`src/inc/stwp_map.svh`:
```
// register offsets, field positions and reset values of the timer block
`ifndef STWP_MAP_SVH
`define STWP_MAP_SVH

// register indices; the byte address is four times the index
`define STWP_ADDR_W        10
`define STWP_IDX_TIMER     8'h01
`define STWP_IDX_INTCTL    8'h0B
`define STWP_IDX_OPTION    8'h81
`define STWP_IDX_IRQ_STAT  8'h90
`define STWP_IDX_IRQ_MASK  8'h91

// option register fields
`define STWP_OPT_CLKSRC    5
`define STWP_OPT_EDGE      4
`define STWP_OPT_OWNER     3
`define STWP_OPT_RATE_HI   2
`define STWP_OPT_RATE_LO   0

// interrupt control fields
`define STWP_INTCTL_TOF    2

// sticky status / mask fields
`define STWP_IRQ_W         2
`define STWP_IRQ_TOF       0
`define STWP_IRQ_WDT       1

// reset values
`define STWP_TIMER_RST     8'h00
`define STWP_INTCTL_RST    8'h00
`define STWP_OPTION_RST    8'hFF
`define STWP_IRQ_RST       2'h0

// prescaler
`define STWP_PRE_W         8
`define STWP_MASK_ALL      8'hFF

`endif

```
`src/inc/stwp_pkg.sv`:
```
// types shared by the timer and prescaler design
package stwp_pkg;

	typedef enum logic
	{
		STWP_OWNER_TIMER,
		STWP_OWNER_WDOG
	} stwp_owner_t;

	typedef enum
	{
		STWP_BUS_IDLE,
		STWP_BUS_DATA
	} stwp_bus_st_t;

	typedef logic [7:0] stwp_byte_t;

endpackage
```
`src/design/stwp_prescaler.sv`:
```
// shared prescaler: counts input events, emits one tick per selected ratio
`timescale 1ns/100ps
`include "stwp_map.svh"

module stwp_prescaler
(
	// clock and reset
	input  wire logic                    clk,
	input  wire logic                    rst_n,
	// count control
	input  wire logic                    event_in,
	input  wire logic                    clear,
	input  wire logic [`STWP_PRE_W-1:0]  ratio_mask,
	// result
	output logic                         tick_out
);
	import stwp_pkg::*;

	logic [`STWP_PRE_W-1:0] cnt_r;
	logic [`STWP_PRE_W-1:0] cnt_nxt;

	// count is internal only; nothing reads or loads it from outside
	always_comb
	begin
		tick_out = event_in && !clear &&
			((cnt_r & ratio_mask) == ratio_mask);
		cnt_nxt = cnt_r;
		if (clear)
			cnt_nxt = '0;
		else if (event_in)
			cnt_nxt = cnt_r + 8'h01;
	end

	always_ff @(posedge clk)
	begin
		if (!rst_n)
			cnt_r <= '0;
		else
			cnt_r <= cnt_nxt;
	end

endmodule

```
`src/design/stwp_timer_top.sv`:
```
// 8-bit timer with prescaler shared with the watchdog, AHB-Lite registers
// How it works
// - One prescaler serves either the timer or the watchdog; the other runs undivided.
// - The prescaler count cannot be read or loaded through any register.
// - Option bits 3..0 hold owner and rate; code 111 divides by 256 or 128.
// - Owner bit clear gives the prescaler to the timer, set to the watchdog.
// - Any write to the timer count clears the prescaler while the timer owns it.
// - A timer count write leaves owner and rate untouched.
// - Watchdog clear resets the watchdog counter and, if it owns it, the prescaler.
// - Timer wrap from FF to 00 sets the overflow flag, interrupt control bit 2.
// - Clock source bit set makes the timer count pin edges, not cycles.
// - Edge select clear counts rising pin edges, set counts falling ones.
//
// Decided for this implementation: register access over AHB-Lite.
`timescale 1ns/100ps
`include "stwp_map.svh"

module stwp_timer_top
(
	// clock and reset
	input  wire logic                 clk,
	input  wire logic                 rst_n,
	// ahb-lite slave
	input  wire logic                 hsel,
	input  wire logic [31:0]          haddr,
	input  wire logic [1:0]           htrans,
	input  wire logic                 hwrite,
	input  wire logic [2:0]           hsize,
	input  wire logic                 hready,
	input  wire logic [31:0]          hwdata,
	output logic [31:0]               hrdata,
	output logic                      hreadyout,
	output logic                      hresp,
	// timer and watchdog side
	input  wire logic                 timer_ext_clock_pin,
	input  wire logic                 watchdog_osc_tick,
	input  wire logic                 watchdog_clear_instr,
	output logic                      watchdog_tick,
	output logic                      watchdog_counter_clear,
	// interrupt
	output logic                      irq
);
	import stwp_pkg::*;

	// bus state
	stwp_bus_st_t           bus_st_r;
	stwp_bus_st_t           bus_st_nxt;
	logic [7:0]             idx_r;
	logic [7:0]             idx_nxt;
	logic                   wr_r;
	logic                   wr_nxt;
	logic                   adr_ok_r;
	logic                   adr_ok_nxt;
	logic [31:0]            hrdata_r;
	logic [31:0]            hrdata_nxt;
	logic                   hready_r;
	logic                   hready_nxt;

	// registers
	stwp_byte_t             timer_r;
	stwp_byte_t             timer_nxt;
	stwp_byte_t             intctl_r;
	stwp_byte_t             intctl_nxt;
	stwp_byte_t             option_r;
	stwp_byte_t             option_nxt;
	logic [`STWP_IRQ_W-1:0] irq_stat_r;
	logic [`STWP_IRQ_W-1:0] irq_stat_nxt;
	logic [`STWP_IRQ_W-1:0] irq_mask_r;
	logic [`STWP_IRQ_W-1:0] irq_mask_nxt;
	logic                   irq_r;
	logic                   irq_nxt;

	// timer and watchdog side
	logic                   pin_prev_r;
	logic                   wd_tick_r;
	logic                   wd_tick_nxt;
	logic                   wd_clr_r;
	logic                   wd_clr_nxt;

	// decode and datapath helpers
	logic                   take;
	logic                   wr_en;
	logic                   wr_timer;
	stwp_owner_t            owner;
	logic [2:0]             rate;
	logic                   rise;
	logic                   fall;
	logic                   timer_evt;
	logic                   pre_evt;
	logic                   pre_clr;
	logic [`STWP_PRE_W-1:0] pre_mask;
	logic                   pre_tick;
	logic                   timer_step;
	logic                   wd_step;
	logic                   overflow;
	logic [`STWP_IRQ_W-1:0] irq_evt;

	assign hrdata    = hrdata_r;
	assign hreadyout = hready_r;
	assign hresp     = 1'b0;
	assign irq       = irq_r;
	assign watchdog_tick          = wd_tick_r;
	assign watchdog_counter_clear = wd_clr_r;

	// owner and rate are only ever changed by an option write
	assign owner = option_r[`STWP_OPT_OWNER] ? STWP_OWNER_WDOG
		: STWP_OWNER_TIMER;
	assign rate  = option_r[`STWP_OPT_RATE_HI:`STWP_OPT_RATE_LO];

	// pin is synchronous to clk, so one stage of history is enough
	assign rise = timer_ext_clock_pin && !pin_prev_r;
	assign fall = !timer_ext_clock_pin && pin_prev_r;

	always_comb
	begin
		if (option_r[`STWP_OPT_CLKSRC])
			timer_evt = option_r[`STWP_OPT_EDGE] ? fall : rise;
		else
			timer_evt = 1'b1;
	end

	// address phase taken only while the bus is ready
	assign take  = hsel && htrans[1] && hready && (bus_st_r == STWP_BUS_IDLE);
	assign wr_en = (bus_st_r == STWP_BUS_DATA) && wr_r && adr_ok_r;
	assign wr_timer = wr_en && (idx_r == `STWP_IDX_TIMER);

	// timer ratio 2^(rate+1), watchdog ratio 2^rate, so watchdog is half
	always_comb
	begin
		if (owner == STWP_OWNER_TIMER)
			pre_mask = `STWP_MASK_ALL >> (4'd7 - {1'b0, rate});
		else
			pre_mask = `STWP_MASK_ALL >> (4'd8 - {1'b0, rate});
	end

	// exactly one user feeds the prescaler at a time
	always_comb
	begin
		if (owner == STWP_OWNER_TIMER)
		begin
			pre_evt    = timer_evt;
			pre_clr    = wr_timer;
			timer_step = pre_tick;
			wd_step    = watchdog_osc_tick;
		end
		else
		begin
			pre_evt    = watchdog_osc_tick;
			pre_clr    = watchdog_clear_instr;
			timer_step = timer_evt;
			wd_step    = pre_tick;
		end
	end

	stwp_prescaler u_prescaler
	(
		.clk        (clk),
		.rst_n      (rst_n),
		.event_in   (pre_evt),
		.clear      (pre_clr),
		.ratio_mask (pre_mask),
		.tick_out   (pre_tick)
	);

	// a write wins over a step in the same cycle
	assign overflow = timer_step && !wr_timer && (timer_r == 8'hFF);
	assign irq_evt  = {wd_step, overflow};

	// bus slave: one wait cycle so read data reflects a write just before
	always_comb
	begin
		bus_st_nxt = bus_st_r;
		idx_nxt    = idx_r;
		wr_nxt     = wr_r;
		adr_ok_nxt = adr_ok_r;
		hrdata_nxt = hrdata_r;
		hready_nxt = hready_r;
		case (bus_st_r)
			STWP_BUS_IDLE:
			begin
				if (take)
				begin
					idx_nxt    = haddr[`STWP_ADDR_W-1:2];
					wr_nxt     = hwrite;
					adr_ok_nxt = (haddr[31:`STWP_ADDR_W] == '0)
						&& (haddr[1:0] == 2'b00);
					hready_nxt = 1'b0;
					bus_st_nxt = STWP_BUS_DATA;
				end
			end
			STWP_BUS_DATA:
			begin
				hrdata_nxt = 32'h0000_0000;
				if (!wr_r && adr_ok_r)
				begin
					case (idx_r)
						`STWP_IDX_TIMER:    hrdata_nxt[7:0] = timer_r;
						`STWP_IDX_INTCTL:   hrdata_nxt[7:0] = intctl_r;
						`STWP_IDX_OPTION:   hrdata_nxt[7:0] = option_r;
						`STWP_IDX_IRQ_STAT:
							hrdata_nxt[`STWP_IRQ_W-1:0] = irq_stat_r;
						`STWP_IDX_IRQ_MASK:
							hrdata_nxt[`STWP_IRQ_W-1:0] = irq_mask_r;
						default:            hrdata_nxt = 32'h0000_0000;
					endcase
				end
				hready_nxt = 1'b1;
				bus_st_nxt = STWP_BUS_IDLE;
			end
			default:
			begin
				hready_nxt = 1'b1;
				bus_st_nxt = STWP_BUS_IDLE;
			end
		endcase
	end

	always_ff @(posedge clk)
	begin
		if (!rst_n)
		begin
			bus_st_r <= STWP_BUS_IDLE;
			idx_r    <= 8'h00;
			wr_r     <= 1'b0;
			adr_ok_r <= 1'b0;
			hrdata_r <= 32'h0000_0000;
			hready_r <= 1'b1;
		end
		else
		begin
			bus_st_r <= bus_st_nxt;
			idx_r    <= idx_nxt;
			wr_r     <= wr_nxt;
			adr_ok_r <= adr_ok_nxt;
			hrdata_r <= hrdata_nxt;
			hready_r <= hready_nxt;
		end
	end

	// register file and timer count
	always_comb
	begin
		timer_nxt    = timer_r;
		intctl_nxt   = intctl_r;
		option_nxt   = option_r;
		irq_stat_nxt = irq_stat_r;
		irq_mask_nxt = irq_mask_r;
		if (timer_step)
			timer_nxt = timer_r + 8'h01;
		if (wr_en)
		begin
			case (idx_r)
				// count write touches nothing in the option register
				`STWP_IDX_TIMER:    timer_nxt = hwdata[7:0];
				`STWP_IDX_INTCTL:   intctl_nxt = hwdata[7:0];
				`STWP_IDX_OPTION:   option_nxt = hwdata[7:0];
				`STWP_IDX_IRQ_STAT:
					irq_stat_nxt = irq_stat_r
						& ~hwdata[`STWP_IRQ_W-1:0];
				`STWP_IDX_IRQ_MASK:
					irq_mask_nxt = hwdata[`STWP_IRQ_W-1:0];
				default:            timer_nxt = timer_nxt;
			endcase
		end
		// hardware set beats a software clear in the same cycle
		if (overflow)
			intctl_nxt[`STWP_INTCTL_TOF] = 1'b1;
		irq_stat_nxt = irq_stat_nxt | irq_evt;
		irq_nxt      = |(irq_stat_nxt & irq_mask_nxt);
	end

	always_ff @(posedge clk)
	begin
		if (!rst_n)
		begin
			timer_r    <= `STWP_TIMER_RST;
			intctl_r   <= `STWP_INTCTL_RST;
			option_r   <= `STWP_OPTION_RST;
			irq_stat_r <= `STWP_IRQ_RST;
			irq_mask_r <= `STWP_IRQ_RST;
			irq_r      <= 1'b0;
		end
		else
		begin
			timer_r    <= timer_nxt;
			intctl_r   <= intctl_nxt;
			option_r   <= option_nxt;
			irq_stat_r <= irq_stat_nxt;
			irq_mask_r <= irq_mask_nxt;
			irq_r      <= irq_nxt;
		end
	end

	// watchdog side: tick and counter clear leave as registered pulses
	always_comb
	begin
		wd_tick_nxt = wd_step;
		wd_clr_nxt  = watchdog_clear_instr;
	end

	always_ff @(posedge clk)
	begin
		if (!rst_n)
		begin
			pin_prev_r <= 1'b0;
			wd_tick_r  <= 1'b0;
			wd_clr_r   <= 1'b0;
		end
		else
		begin
			pin_prev_r <= timer_ext_clock_pin;
			wd_tick_r  <= wd_tick_nxt;
			wd_clr_r   <= wd_clr_nxt;
		end
	end

endmodule

```
`config.mk`:
```
export PLATFORM = sky130hd
export DESIGN_NAME = stwp_timer_top
export DESIGN_NICKNAME = d
export VERILOG_FILES = /design/src/inc/stwp_pkg.sv /design/src/design/stwp_prescaler.sv /design/src/design/stwp_timer_top.sv
export VERILOG_INCLUDE_DIRS = /design/src /design/src/inc
export SDC_FILE = /design/constraint.sdc
export NUM_CORES = 1
export LEC_CHECK = 0
export ABC_CLOCK_PERIOD_IN_PS = 5690
export CAP_MARGIN = 20
export CORE_ASPECT_RATIO = 0.8
export CORE_MARGIN = 1.5
export CORE_UTILIZATION = 52
export CTS_CLUSTER_DIAMETER = 150
export DETAILED_ROUTE_END_ITERATION = 7
export DONT_BUFFER_PORTS = 1
export GPL_TIMING_DRIVEN = 0
export PLACE_DENSITY = 0.73
export SLEW_MARGIN = 20
export SYNTH_ARGS = -nofsm -noshare
export SYNTH_HDL_FRONTEND = slang
export SYNTH_HIERARCHICAL = 1
export SYNTH_SLANG_ARGS = --single-unit
```
`constraint.sdc`:
```
create_clock -name clk -period 5.69 [get_ports clk]
set_clock_uncertainty 0.1 [all_clocks]
set_input_delay 0.569 -clock clk [delete_from_list [all_inputs] [get_ports clk]]
set_output_delay 0.569 -clock clk [all_outputs]
set_load 0.01 [all_outputs]
```
### Word level (Yosys, flattened, before mapping)

Cells that the tools add are included.

* add/sub/neg operators: 4
* $mul: 0
* div/mod/pow operators: 0
* order comparisons: 0
* equal/unequal tests: 7
* shift operators: 2
* muxes and demuxes: 21
* bitwise gates (word level): 6
* reduce and logical (&&, ||, !) cells: 32

Operators by type and width (count)
* $logic_not A32 Y1: 2
* $mux W8: 5
* $eq A8 B8 Y1 const B: 4
* $logic_not A22 Y1: 1
* $pmux W6 S3: 1
* $add A8 B1 Y8 const B: 2
* $shr A8 B4 Y8 const A: 2
* $logic_and A1 B1 Y1: 14
* $pmux W2 S5: 1
* $reduce_and A2 Y1: 5
* $and A8 B8 Y8: 1
* $eq A8 B1 Y1 const B: 1
* $eq A8 B4 Y1 const B: 1
* $eq A8 B8 Y1: 1
* $mux W1: 8
* $mux W2: 4
* $mux W3: 2
* $logic_not A1 Y1: 5
* $and A2 B2 Y2: 2
* $reduce_bool A2 Y1: 2
* $reduce_or A2 Y1: 2
* $sub A3 B3 Y4 const A: 1
* $sub A4 B3 Y4 const A: 1
* $logic_not A2 Y1: 1
* 3 further kinds: 3

* register bits: 84
* latch bits: 0
* memory bits (writable): 0
* bits in read-only memories: 0
* input bits: 77
* output and inout bits: 37
* memories: 0

### Depth between registers and ports, before layout

Gate-level depths: netlist (run 1).

* word-level depth: 13
* gate-level depth with buffers: 15

### By module

The synthesis (run 1) kept the hierarchy.

Modules (own cells, without submodules)
* stwp_timer_top: instances 1, cells each 331, area an instance 2762.6 sq um, seq. area each 1041.0 sq um
* stwp_prescaler: instances 1, cells each 50, area an instance 420.4 sq um, seq. area each 160.2 sq um

### Worst setup path after synthesis (run 1)

OpenSTA, ideal clock, no wires.

* kind: register to register
* start point: reg option_r[0]
* end point: reg irq_stat_r[0]
* library setup time: 0.059 ns
* data arrival time: 2.815 ns
* setup slack: 2.715 ns
* cell stages (with the launch flop): 15
* clock period less this slack: 2.975 ns
* cells stage by stage: dfxtp_1 > clkbuf_1 > inv_1 > ha_1 > nand2_1 > nor2_1 > o21ai_0 > inv_1 > nand2b_1 > nand3b_1 > a2111oi_1 > o32a_1 > and3_1 > a32o_1 > and2_1

* cells in the longest elaborated chain, start to end: 10
* elaborated cells on any way between the ends: 12
* classes of those cells: add/sub (2); eq/ne (1); shift (2); mux (2); bitwise (2); reduce/logical (3)

Ends and longest elaborated chain
* from (decl): line stwp_timer_top.sv:64 `stwp_byte_t option_r;`
* from (signal assigned): line stwp_timer_top.sv:278 `` option_r <= `STWP_OPTION_RST; ``
* from (signal assigned): line stwp_timer_top.sv:287 `option_r <= option_nxt;`
* $sub A4 B3 Y4 / $sub A3 B3 Y4 (equally long branches): line stwp_timer_top.sv:133, stwp_timer_top.sv:131
* $shr A8 B4 Y8 (no line)
* $mux W8 (*): line stwp_timer_top.sv:130 `if (owner == STWP_OWNER_TIMER)`
* via pre_mask[4]: line stwp_timer_top.sv:91 `` logic [`STWP_PRE_W-1:0] pre_mask; ``
* $and A8 B8 Y8: line stwp_prescaler.sv:26 `((cnt_r & ratio_mask) == ratio_mask);`
* $eq A8 B8 Y1 (*): line stwp_prescaler.sv:26
* $logic_and A1 B1 Y1 (*): line stwp_prescaler.sv:25 `tick_out = event_in && !clear &&`
* via pre_tick: line stwp_timer_top.sv:92 `logic pre_tick;`
* $mux W1 (*): line stwp_timer_top.sv:139 `if (owner == STWP_OWNER_TIMER)`
* $logic_and A1 B1 Y1 (*) (2 in a row): line stwp_timer_top.sv:166 `assign overflow = timer_step && !wr_timer && (timer_r == 8'hFF);`
* $or A2 B2 Y2 (*): line stwp_timer_top.sv:268 `irq_stat_nxt = irq_stat_nxt | irq_evt;`
* to (signal assigned): line stwp_timer_top.sv:279 `` irq_stat_r <= `STWP_IRQ_RST; ``
* to (signal assigned): line stwp_timer_top.sv:288 `irq_stat_r <= irq_stat_nxt;`
* to (decl): line stwp_timer_top.sv:66 `` logic [`STWP_IRQ_W-1:0] irq_stat_r; ``

The timed path passes the listed nets; every way through them passes the cells marked *.
A chain may end at the register's enable or synchronous reset.

### Worst setup path after layout (run 1)

* start point: reg option_r[0]
* end point: reg irq_r, in the netlist irq

* cells in the longest elaborated chain, start to end: 12
* elaborated cells on any way between the ends: 15
* classes of those cells: add/sub (2); eq/ne (1); shift (2); mux (3); bitwise (3); reduce/logical (4)

Ends and longest elaborated chain
* $sub A4 B3 Y4 / $sub A3 B3 Y4 (equally long branches): line stwp_timer_top.sv:133, stwp_timer_top.sv:131
* $shr A8 B4 Y8 (no line)
* $mux W8 (*): line stwp_timer_top.sv:130
* via pre_mask[4]: line stwp_timer_top.sv:91
* $and A8 B8 Y8: line stwp_prescaler.sv:26
* $eq A8 B8 Y1 (*): line stwp_prescaler.sv:26
* $logic_and A1 B1 Y1 (*): line stwp_prescaler.sv:25
* via pre_tick: line stwp_timer_top.sv:92
* $mux W1: line stwp_timer_top.sv:139
* $logic_and A1 B1 Y1 (2 in a row): line stwp_timer_top.sv:166
* $or A2 B2 Y2 (*): line stwp_timer_top.sv:268
* $and A2 B2 Y2 (*): line stwp_timer_top.sv:269 `irq_nxt = |(irq_stat_nxt & irq_mask_nxt);`
* $reduce_or A2 Y1 (*): line stwp_timer_top.sv:269
* to (signal assigned): line stwp_timer_top.sv:290 `irq_r <= irq_nxt;`
* to (decl): line stwp_timer_top.sv:70 `logic irq_r;`

Marks and branches as above.

==> results.json, run 1 <==
{
  "cap_violations": 0,
  "multiInputGateArea_mm2": 0.00176,
  "synth_edf_count": 0,
  "finalWorstSetupSlack_ns": 2.05,
  "outcome": "complete, no violations",
  "synthSimpleGateAreaFrac_pct": 26.7,
  "max_freq_mhz": 275,
  "leakagePower_nw": 1.48,
  "cp.required_ns": 5.87,
  "fillers": 551,
  "area_growth_pct": 11.3,
  "rsz0062_at_grt": "false",
  "route.antenna.remaining_nets": 0,
  "hpwl_um": 5440,
  "worstSetupEndpointType": "flip-flop",
  "gp_congestion": 0.908,
  "register_area_mm2": 0.00120,
  "synth.avg_cell_area_um2": 8.35,
  "synth_adder_area_share_pct": 1.18,
  "diodes": 0,
  "crit_type": "flip-flop to flip-flop",
  "maxSlewViolCount": 0,
  "final_nets": 496,
  "power_w": 0.000815,
  "post-cts-setup-buffers": 0,
  "ir_drop_v": 0.000156,
  "cts_root_buf": "clkbuf_8",
  "stdcell_area_mm2": 0.00354,
  "synth_cells": 381,
  "synth_top_area_share_pct": 37.7,
  "finalCriticalPeriod_ns": 3.64,
  "maxSlewHeadroom_pct": 53.8,
  "cts_max_level": 3,
  "grt_overflow_total": 0,
  "grt_use_total_pct": 22.6,
  "critPathMaxFanout": 7,
  "numPortBuffers": 0,
  "cts_buffers": 9,
  "synthFlopType": "dfxtp_1",
  "synth_mux_area_share_pct": 4.17,
  "cts_resized": 0,
  "cts_sinks": 60,
  "grt_max_degree": 11,
  "core_area_mm2": 0.00591,
  "ys.warnings.count": 6,
  "powerDensity_mw_per_mm2": 230,
  "die_w_um": 90.5,
  "drc": 0,
  "hp-class": "primary input to flip-flop",
  "postSynth.asyncResetShare_pct": 0,
  "synth.largest_area_cell": "dfxtp_1",
  "initial_utilization_pct": 53.8,
  "cp-start-kind": "flip-flop",
  "vias": 2682,
  "antenna_found_initial": 0,
  "clock_path_buffers": 2,
  "die_y_um": 73.0,
  "synth_compound_gate_area_share_pct": 16.8,
  "syn_area_mm2": 0.00318,
  "fin_crit_sh_pct": 63.9,
  "setup_viol_count_final": 0,
  "cts_tree": "done",
  "ys_types": 59,
  "tightest_slew_ns": 0.690,
  "num_io_pins": 114,
  "wirelength_um": 6960,
  "clock_latency_ns": 0.34,
  "synth_seq_cells": 60,
  "fin_setup_tns_ns": 0,
  "finalHoldViolCount": 0,
  "path_clk_slew_ns": 0.06,
  "synth_top_family_by_area": "simple AND/OR/NAND/NOR gates",
  "holdWs_ns": 0.252,
  "grt_first_pass_wirelength_um": 11700,
  "drt-wirelength-per-cell_um": 13.9,
  "yosysSeqAreaShare_pct": 37.7,
  "crit_arrival_ns": 3.81,
  "drive_gt1_share_pct": 12.6,
  "num_rows": 25,
  "firstDrtPassIters": 4,
  "cts_hold_buffers": 0,
  "synth_xor_xnor_area_share_pct": 3.58,
  "dieArea_mm2": 0.00660,
  "synth_area_leaders": "dfxtp_1, nand2_1, buf_4",
  "dr.first_iter.drc_count": 150,
  "place_ws_ns": 2.09,
  "drt-vias-per-instance": 5.35,
  "grt_pass1_vias": 2418,
  "placed_cell_area_mm2": 0.00337
}
-- critical path, cell delays in order (launching register included) --
cell and delay [ns]:
dfxtp_1 0.30, clkbuf_1 0.27, inv_1 0.18, ha_1 0.28, nand2_1 0.11, nor2_1 0.07
o21ai_0 0.33, inv_1 0.07, nand2b_1 0.08, nand3b_1 0.07, a2111oi_1 0.63, o32a_1 0.41
and3_1 0.28, a32o_1 0.23, a22o_1 0.16
-- state kept, by name, summed over array words and instances (netlist names), 2 cells and up --
register and count:
u_prescaler/cnt_r 8, timer_r 8, option_r 8, hrdata 8
irq_stat_r 2, intctl_r 8, idx_r 8, irq_mask_r 2
-- worst paths after layout --
check,from,to,slack [ns],depth (start not counted)
worst max-delay path,option_r[0],irq,2.05,14
worst min-delay path,timer_ext_clock_pin,pin_prev_r,0.25,1
worst max register to register,option_r[0],irq,2.05,14
worst min register to register,option_r[6],option_r[6],0.37,2
-- where the power goes --
group          total (W)  internal (W)  switching (W)
clock network   0.000333      0.000178       0.000154
logic          0.0000526     0.0000242      0.0000284
registers       0.000430      0.000425     0.00000513
total           0.000815      0.000627       0.000188
-- Yosys cell counts, drive strengths merged (8+ instances only) --
master   n
and2    10
a22o     8
mux2i   11
clkbuf  13
inv     12
nand2   55
o21ai   21
dfxtp   60
a21oi   19
nor2b    9
nor3    10
nor2    10
a21boi  10
buf     31
nand3   24
-- cell type report --
cell class / instances / share of cell area [%]
Buffer: 44 / 7.49
Clock inverter: 2 / 0.282
Sequential cell: 60 / 33.9
Multi-Input combinational cell: 289 / 49.7
Clock buffer: 13 / 4.48
Inverter: 12 / 1.27
Tap cell: 81 / 2.86
-- metal layers --
layer | vias to the layer above | wire [µm] | track usage, %
met5 | - | 0 | 0
met4 | 0 | 70 | 6.88
met3 | 10 | 521 | 6.56
met2 | 82 | 3010 | 34.7
met1 | 1221 | 3350 | 30.9
li1 | 1369 | - | -
-- logic make-up after synthesis --
logic type,Yosys count
and+or+nand+nor,154
AOI/OAI and AO/OA,81
DFF,60
buffers and inverters,56
xor gates and xnor gates,13
muxes,13
adders and majority gates,3
other,1
-- cells in the final DEF (no fill, tap or decap), drive strengths merged, types with 3 or more instances in the layout --
cell,count
dfxtp,60
nand2,55
buf,31
clkbuf,26
conb,25
nand3,24
o21ai,21
a21oi,19
inv,12
mux2i,11
nor2,10
and2,10
a21boi,10
nor3,10
nor2b,9
a22o,8
xor2,7
nor4,7
nand4,7
a22oi,6
xnor2,6
or3,5
nand2b,5
ha,3
-- per-stage QoR --
stage,std cells,utilization [%]
CTS,501,59.9
detailed placement,486,57.1
global route,501,59.9
floorplan,405,-
finish,501,59.9
global placement,486,57.1
Power figures use the tool's default switching activity.
==> run 2, diff against run 1 <==
Settings changed: ABC_CLOCK_PERIOD_IN_PS 5690 to 3100, PLACE_DENSITY 0.73 to 0.76.
Clock period 5.69 ns to 3.1 ns, I/O delays scaled along.
==> run 2 against run 1 <==
Flip-flop and latch count unchanged; critical endpoint unchanged; via count up 2.9%; cell count up 2.0%; wire length up 9.6%; clock power rose to 2.7 times the previous value; clock-buffer cell count down 1; sequential share of layout area down 1.9 points; largest power group is now clock; final area up 6.9%; first-iteration DRC count up 23%; worst setup slack worse by 1.9 ns; sequential power up 83%.
==> results.json, run 2 (same netlist as run 1, synthesis figures left out) <==
{
  "reg2reg_from": "option_r[1]",
  "cts_root_buf": "clkbuf_8",
  "crit_arrival_ns": 3.17,
  "r2r_cells": 13,
  "dr.first_iter.drc_count": 185,
  "fillers": 504,
  "cts_tree": "done",
  "path_clk_slew_ns": 0.07,
  "max_freq_mhz": 335,
  "fin_util_pct": 64.0,
  "clock_latency_ns": 0.35,
  "worstSetupEndpointType": "flip-flop",
  "hp-class": "primary input to flip-flop",
  "grt_max_degree": 11,
  "firstDrtPassIters": 5,
  "initial_utilization_pct": 53.8,
  "num_io_pins": 114,
  "highest_layer": "met4",
  "cp-start-kind": "flip-flop",
  "grt_first_pass_wirelength_um": 12300,
  "path_cells": "inv_2, ha_4, nor3_1, a21oi_1, o32ai_1, and2_1, nand2b_1, o2111ai_2, a2111oi_4, o32a_1, and3_2, a32o_1, a22o_1",
  "diodes": 0,
  "grt_overflow_total": 0,
  "grt_use_total_pct": 24.1,
  "wirelength_um": 7630,
  "register_area_mm2": 0.00121,
  "tightest_slew_ns": 0.721,
  "drc": 0,
  "vias": 2759,
  "min_to": "option_r[3]",
  "setup_viol_count_final": 0,
  "cts_max_level": 3,
  "antenna_found_initial": 0,
  "cap_violations": 0,
  "min_from": "hwdata[3]",
  "multiInputGateArea_mm2": 0.00180,
  "crit_type": "flip-flop to flip-flop",
  "finalHoldViolCount": 0,
  "reg2reg_slack_ns": 0.12,
  "fin_cells": 511,
  "finalCriticalPeriod_ns": 2.98,
  "outcome": "complete, no violations",
  "die_w_um": 90.5,
  "die_y_um": 73.0,
  "power_w": 0.00178,
  "final_nets": 505,
  "hold_path_depth": 2,
  "drive_gt1_share_pct": 16.5,
  "maxSlewViolCount": 0,
  "critPathMaxFanout": 9,
  "layout_common_cells": "dfxtp_1, nand2_1, buf_4, conb_1, nand3_1",
  "cts_sinks": 60,
  "ir_drop_v": 0.000517,
  "r2r_end": "irq",
  "leakagePower_nw": 1.57,
  "dieArea_mm2": 0.00660,
  "area_growth_pct": 18.9,
  "final_common_cell": "dfxtp_1",
  "cp_slowest_cell": "a2111oi_4",
  "wl_met1_um": 3470,
  "num_rows": 25,
  "numPortBuffers": 0,
  "cts_buffers": 9,
  "gp_congestion": 0.933,
  "core_area_mm2": 0.00591,
  "drt-wirelength-per-cell_um": 14.9,
  "fin_crit_sh_pct": 96.2,
  "powerDensity_mw_per_mm2": 470,
  "drt-vias-per-instance": 5.40,
  "wl_met3_um": 528,
  "wl_met2_um": 3510,
  "dp_cells": 486,
  "route.antenna.remaining_nets": 0,
  "hpwl_um": 5520,
  "maxSlewHeadroom_pct": 51.8,
  "clock_path_buffers": 2,
  "grt_pass1_vias": 2601,
  "slowest_delay_ns": 0.42,
  "cp.required_ns": 3.29
}
-- run 2: changes by cell type in the layout (fill, tap and decap cells not counted), sizes merged --
cell and delta:
buf +1, bufinv +3, clkbuf -2, clkinv -1
dlygate4sd3 +9
-- run 2: power breakdown --
group / internal [W] / switching (W) / total, W
Sequential: 0.000777 / 0.00000966 / 0.000787
Combinational: 0.0000531 / 0.0000556 / 0.000109
Clock: 0.000577 / 0.000306 / 0.000883
Total: 0.00141 / 0.000371 / 0.00178
-- run 2: how the worst max path moves through the flow --
| stage | startpoint | endpoint | depth (start not counted) |
|---|---|---|---|
| floorplan | option_r[0] | irq_stat_r[0] | 14 |
| global route | option_r[1] | timer_r[3] | 14 |
| detailed placement | option_r[0] | irq | 14 |
| CTS | option_r[3] | irq | 11 |
| global placement | option_r[0] | irq | 14 |
| finish | option_r[1] | irq | 13 |
-- run 2: through the flow --
step / setup WS [ns] / hold slack, ns / TNS [ns] / instance area, µm²
after floorplan: 0.125 / 0.332 / 0 / 3270
after global placement: -0.362 / 0.335 / -2.05 / 3370
after detailed placement: -0.545 / 0.342 / -3.77 / 3370
after CTS: 0.0486 / 0.00179 / 0 / 3760
after global routing: -0.0423 / 0.00880 / -0.0668 / 3790
final: 0.119 / 0.0141 / 0 / 3790
-- run 2: repair_timing --
action / CTS / global route
endpoints found under the hold margin: 9 / 0
gates resized for setup: 9 / 15
pin swaps: 2 / 2
endpoints found under the setup margin: 12 / 10
hold buffers: 9 / 0
setup buffers: 3 / 0
-- run 2: per-layer routing --
metal | vias to the layer above | global-route usage [%]
li1 | 1385 | -
met1 | 1284 | 30.3
met2 | 78 | 39.2
met3 | 12 | 7.50
met4 | 0 | 8.64
met5 | - | 0
-- run 2: worst max-delay path, delay by kind of cell, from the launching register on --
family	cells	cell delay [ns]
DFF	1	0.41
adders and majority gates	1	0.30
buffers and inverters	1	0.07
AOI/OAI and AO/OA	7	1.49
and+or+nand+nor	4	0.56
-- run 2: area by class of cell --
type                    instances  area share [%]
clock inverters                 4            2.51
repair buffers                 12            2.97
plain buffers                  41            6.97
inverters                      12            1.26
multi-input cells             289            47.5
well taps                      81            2.68
clock buffers                  12            4.10
flip-flops and latches         60            32.0
==> run 3, diff against run 2 <==
Settings changed: CTS_CLUSTER_DIAMETER 150 to not set, PLACE_DENSITY 0.76 to 0.7.
==> run 3 against run 2 <==
Die area did not move; worst hold slack got worse by 0.010 ns; clock power fell by 13%; critical path depth fell by 2; final area fell by 2.7%; first-iteration DRC count fell by 3.8%; clock-buffer cell count fell by 1; largest power group is now registers; global-route usage fell by 0.82 points; non-clock buffer count fell by 4; critical endpoint unchanged; total power fell by 6.6%; worst setup slack got worse by 0.028 ns.
==> results.json, run 3 (same netlist as run 1, synthesis figures left out) <==
{
  "outcome": "complete, no violations",
  "grt_pass1_vias": 2433,
  "cp-start-kind": "flip-flop",
  "cts_buffers": 9,
  "dieArea_mm2": 0.00660,
  "clock_path_buffers": 2,
  "core_area_mm2": 0.00591,
  "min_from": "haddr[2]",
  "vias": 2751,
  "initial_utilization_pct": 53.8,
  "grt_use_total_pct": 23.2,
  "cp_num_buf_inv": 2,
  "maxSlewHeadroom_pct": 49.3,
  "place_ws_ns": -0.547,
  "dr.first_iter.drc_count": 178,
  "firstDrtPassIters": 6,
  "cp_slowest_cell": "buf_1",
  "fillers": 532,
  "rsz0062_at_grt": "false",
  "drive_gt1_share_pct": 16.0,
  "fin_cells": 507,
  "switching_power_w": 0.000364,
  "grt_first_pass_wirelength_um": 11900,
  "cp.required_ns": 3.23,
  "cts_max_level": 3,
  "drc": 0,
  "slowest_delay_ns": 0.47,
  "finalHoldViolCount": 0,
  "grt_max_degree": 11,
  "critPathMaxFanout": 10,
  "dp_cells": 486,
  "final_common_cell": "dfxtp_1",
  "die_y_um": 73.0,
  "antenna_found_initial": 0,
  "clock_latency_ns": 0.34,
  "crit_family": "compound AO/OA/AOI/OAI gates",
  "gp_congestion": 0.897,
  "powerDensity_mw_per_mm2": 451,
  "path_clk_slew_ns": 0.07,
  "wirelength_um": 7280,
  "max_freq_mhz": 332,
  "ir_drop_v": 0.000326,
  "worstSetupEndpointType": "flip-flop",
  "layout_common_cells": "dfxtp_1, nand2_1, buf_4, conb_1, nand3_1",
  "cts_sinks": 60,
  "fin_crit_sh_pct": 97.1,
  "maxSlewViolCount": 0,
  "final_nets": 501,
  "setup_viol_count_final": 0,
  "leakagePower_nw": 1.54,
  "hp-class": "primary input to flip-flop",
  "crit_start": "bus_st_r[0]",
  "drt-wirelength-per-cell_um": 14.4,
  "tightest_slew_ns": 0.758,
  "seqPwrFrac_pct": 47.4,
  "p_sw_share_pct": 21.9,
  "path_cells": "and3_1, buf_1, nand3_4, buf_4, o21ai_1, nand3b_1, a2111oi_2, o32a_1, and3_1, a32o_1, a22o_1",
  "power_w": 0.00166,
  "combPwrFrac_pct": 6.2,
  "hpwl_um": 5410,
  "area_growth_pct": 15.8,
  "grt_overflow_total": 0,
  "pwr-share-clk_pct": 46.4,
  "crit_top_cell": "and3_1",
  "diodes": 0,
  "cts_root_buf": "clkbuf_8",
  "cellInternalPower_w": 0.00130,
  "finalCriticalPeriod_ns": 3.01,
  "crit_type": "flip-flop to flip-flop",
  "num_io_pins": 114,
  "num_rows": 25,
  "reg2reg_from": "bus_st_r[0]",
  "crit_arrival_ns": 3.13,
  "cap_violations": 0,
  "die_w_um": 90.5,
  "numPortBuffers": 0,
  "drt-vias-per-instance": 5.43,
  "finalWorstSetupSlack_ns": 0.0911,
  "cts_tree": "done",
  "route.antenna.remaining_nets": 0
}
-- run 3: cell count changes in the layout (fill, tap and decap cells not counted), sizes merged --
| cell | before | now |
|---|---|---|
| clkbuf | 24 | 21 |
| buf | 32 | 36 |
| clkinv | 1 | 3 |
| bufinv | 3 | 2 |
| dlygate4sd3 | 9 | 3 |
-- run 3: metrics by stage --
step / area (µm²) / util [%] / hold slack (ns) / TNS, ns
after floorplan: 3270 / - / 0.332 / 0
after global placement: 3370 / 57.1 / 0.335 / -2.73
after detailed placement: 3370 / 57.1 / 0.337 / -3.96
after CTS: 3660 / 62.0 / 0.000166 / 0
after global routing: 3680 / 62.3 / 0.00302 / 0
final: 3680 / 62.3 / 0.00377 / 0
-- run 3: timing repair --
action                                  CTS  global route
resized for setup                         8             6
hold endpoints to repair                  3             0
hold buffers                              3             0
endpoints found under the setup margin   12            12
pin swaps                                 3             3
buffers inserted                          5             0
-- run 3: path summary, 6_finish.rpt --
check,endpoint,slack (ns),depth (start not counted)
worst max-delay path,irq,0.09,11
worst min-delay path,idx_r[0],0.004,2
worst max register to register,irq,0.09,11
worst min register to register,wr_r,0.38,2
-- run 3: final cells by class --
class / instances / area, µm² / share of cell area, %
sequential: 60 / 1210 / 32.8
multi-input combinational: 289 / 1790 / 48.5
timing repair buffer: 8 / 67.6 / 1.83
clock inverter: 5 / 75.1 / 2.04
tap: 81 / 101 / 2.75
clock buffer: 11 / 141 / 3.84
inverter: 12 / 45.0 / 1.22
buffer: 41 / 258 / 6.99
-- run 3: power by group through the flow --
stage	combinational, W	sequential, W	clock [W]
finish	0.000102	0.000787	0.000771
floorplan	0.0000842	0.000803	0
CTS	0.000101	0.000789	0.000787
global placement	0.0000947	0.000806	0
detailed placement	0.0000958	0.000806	0
global route	0.000113	0.000788	0.000823
-- run 3: metal layers --
| layer | up-vias | share of wire, % | global-route usage, % |
|---|---|---|---|
| met1 | 1253 | 48 | 32.1 |
| li1 | 1383 | - | - |
| met2 | 103 | 43 | 34.3 |
| met4 | 0 | 1.5 | 7.76 |
| met3 | 12 | 7.4 | 7.40 |
| met5 | - | 0 | 0 |
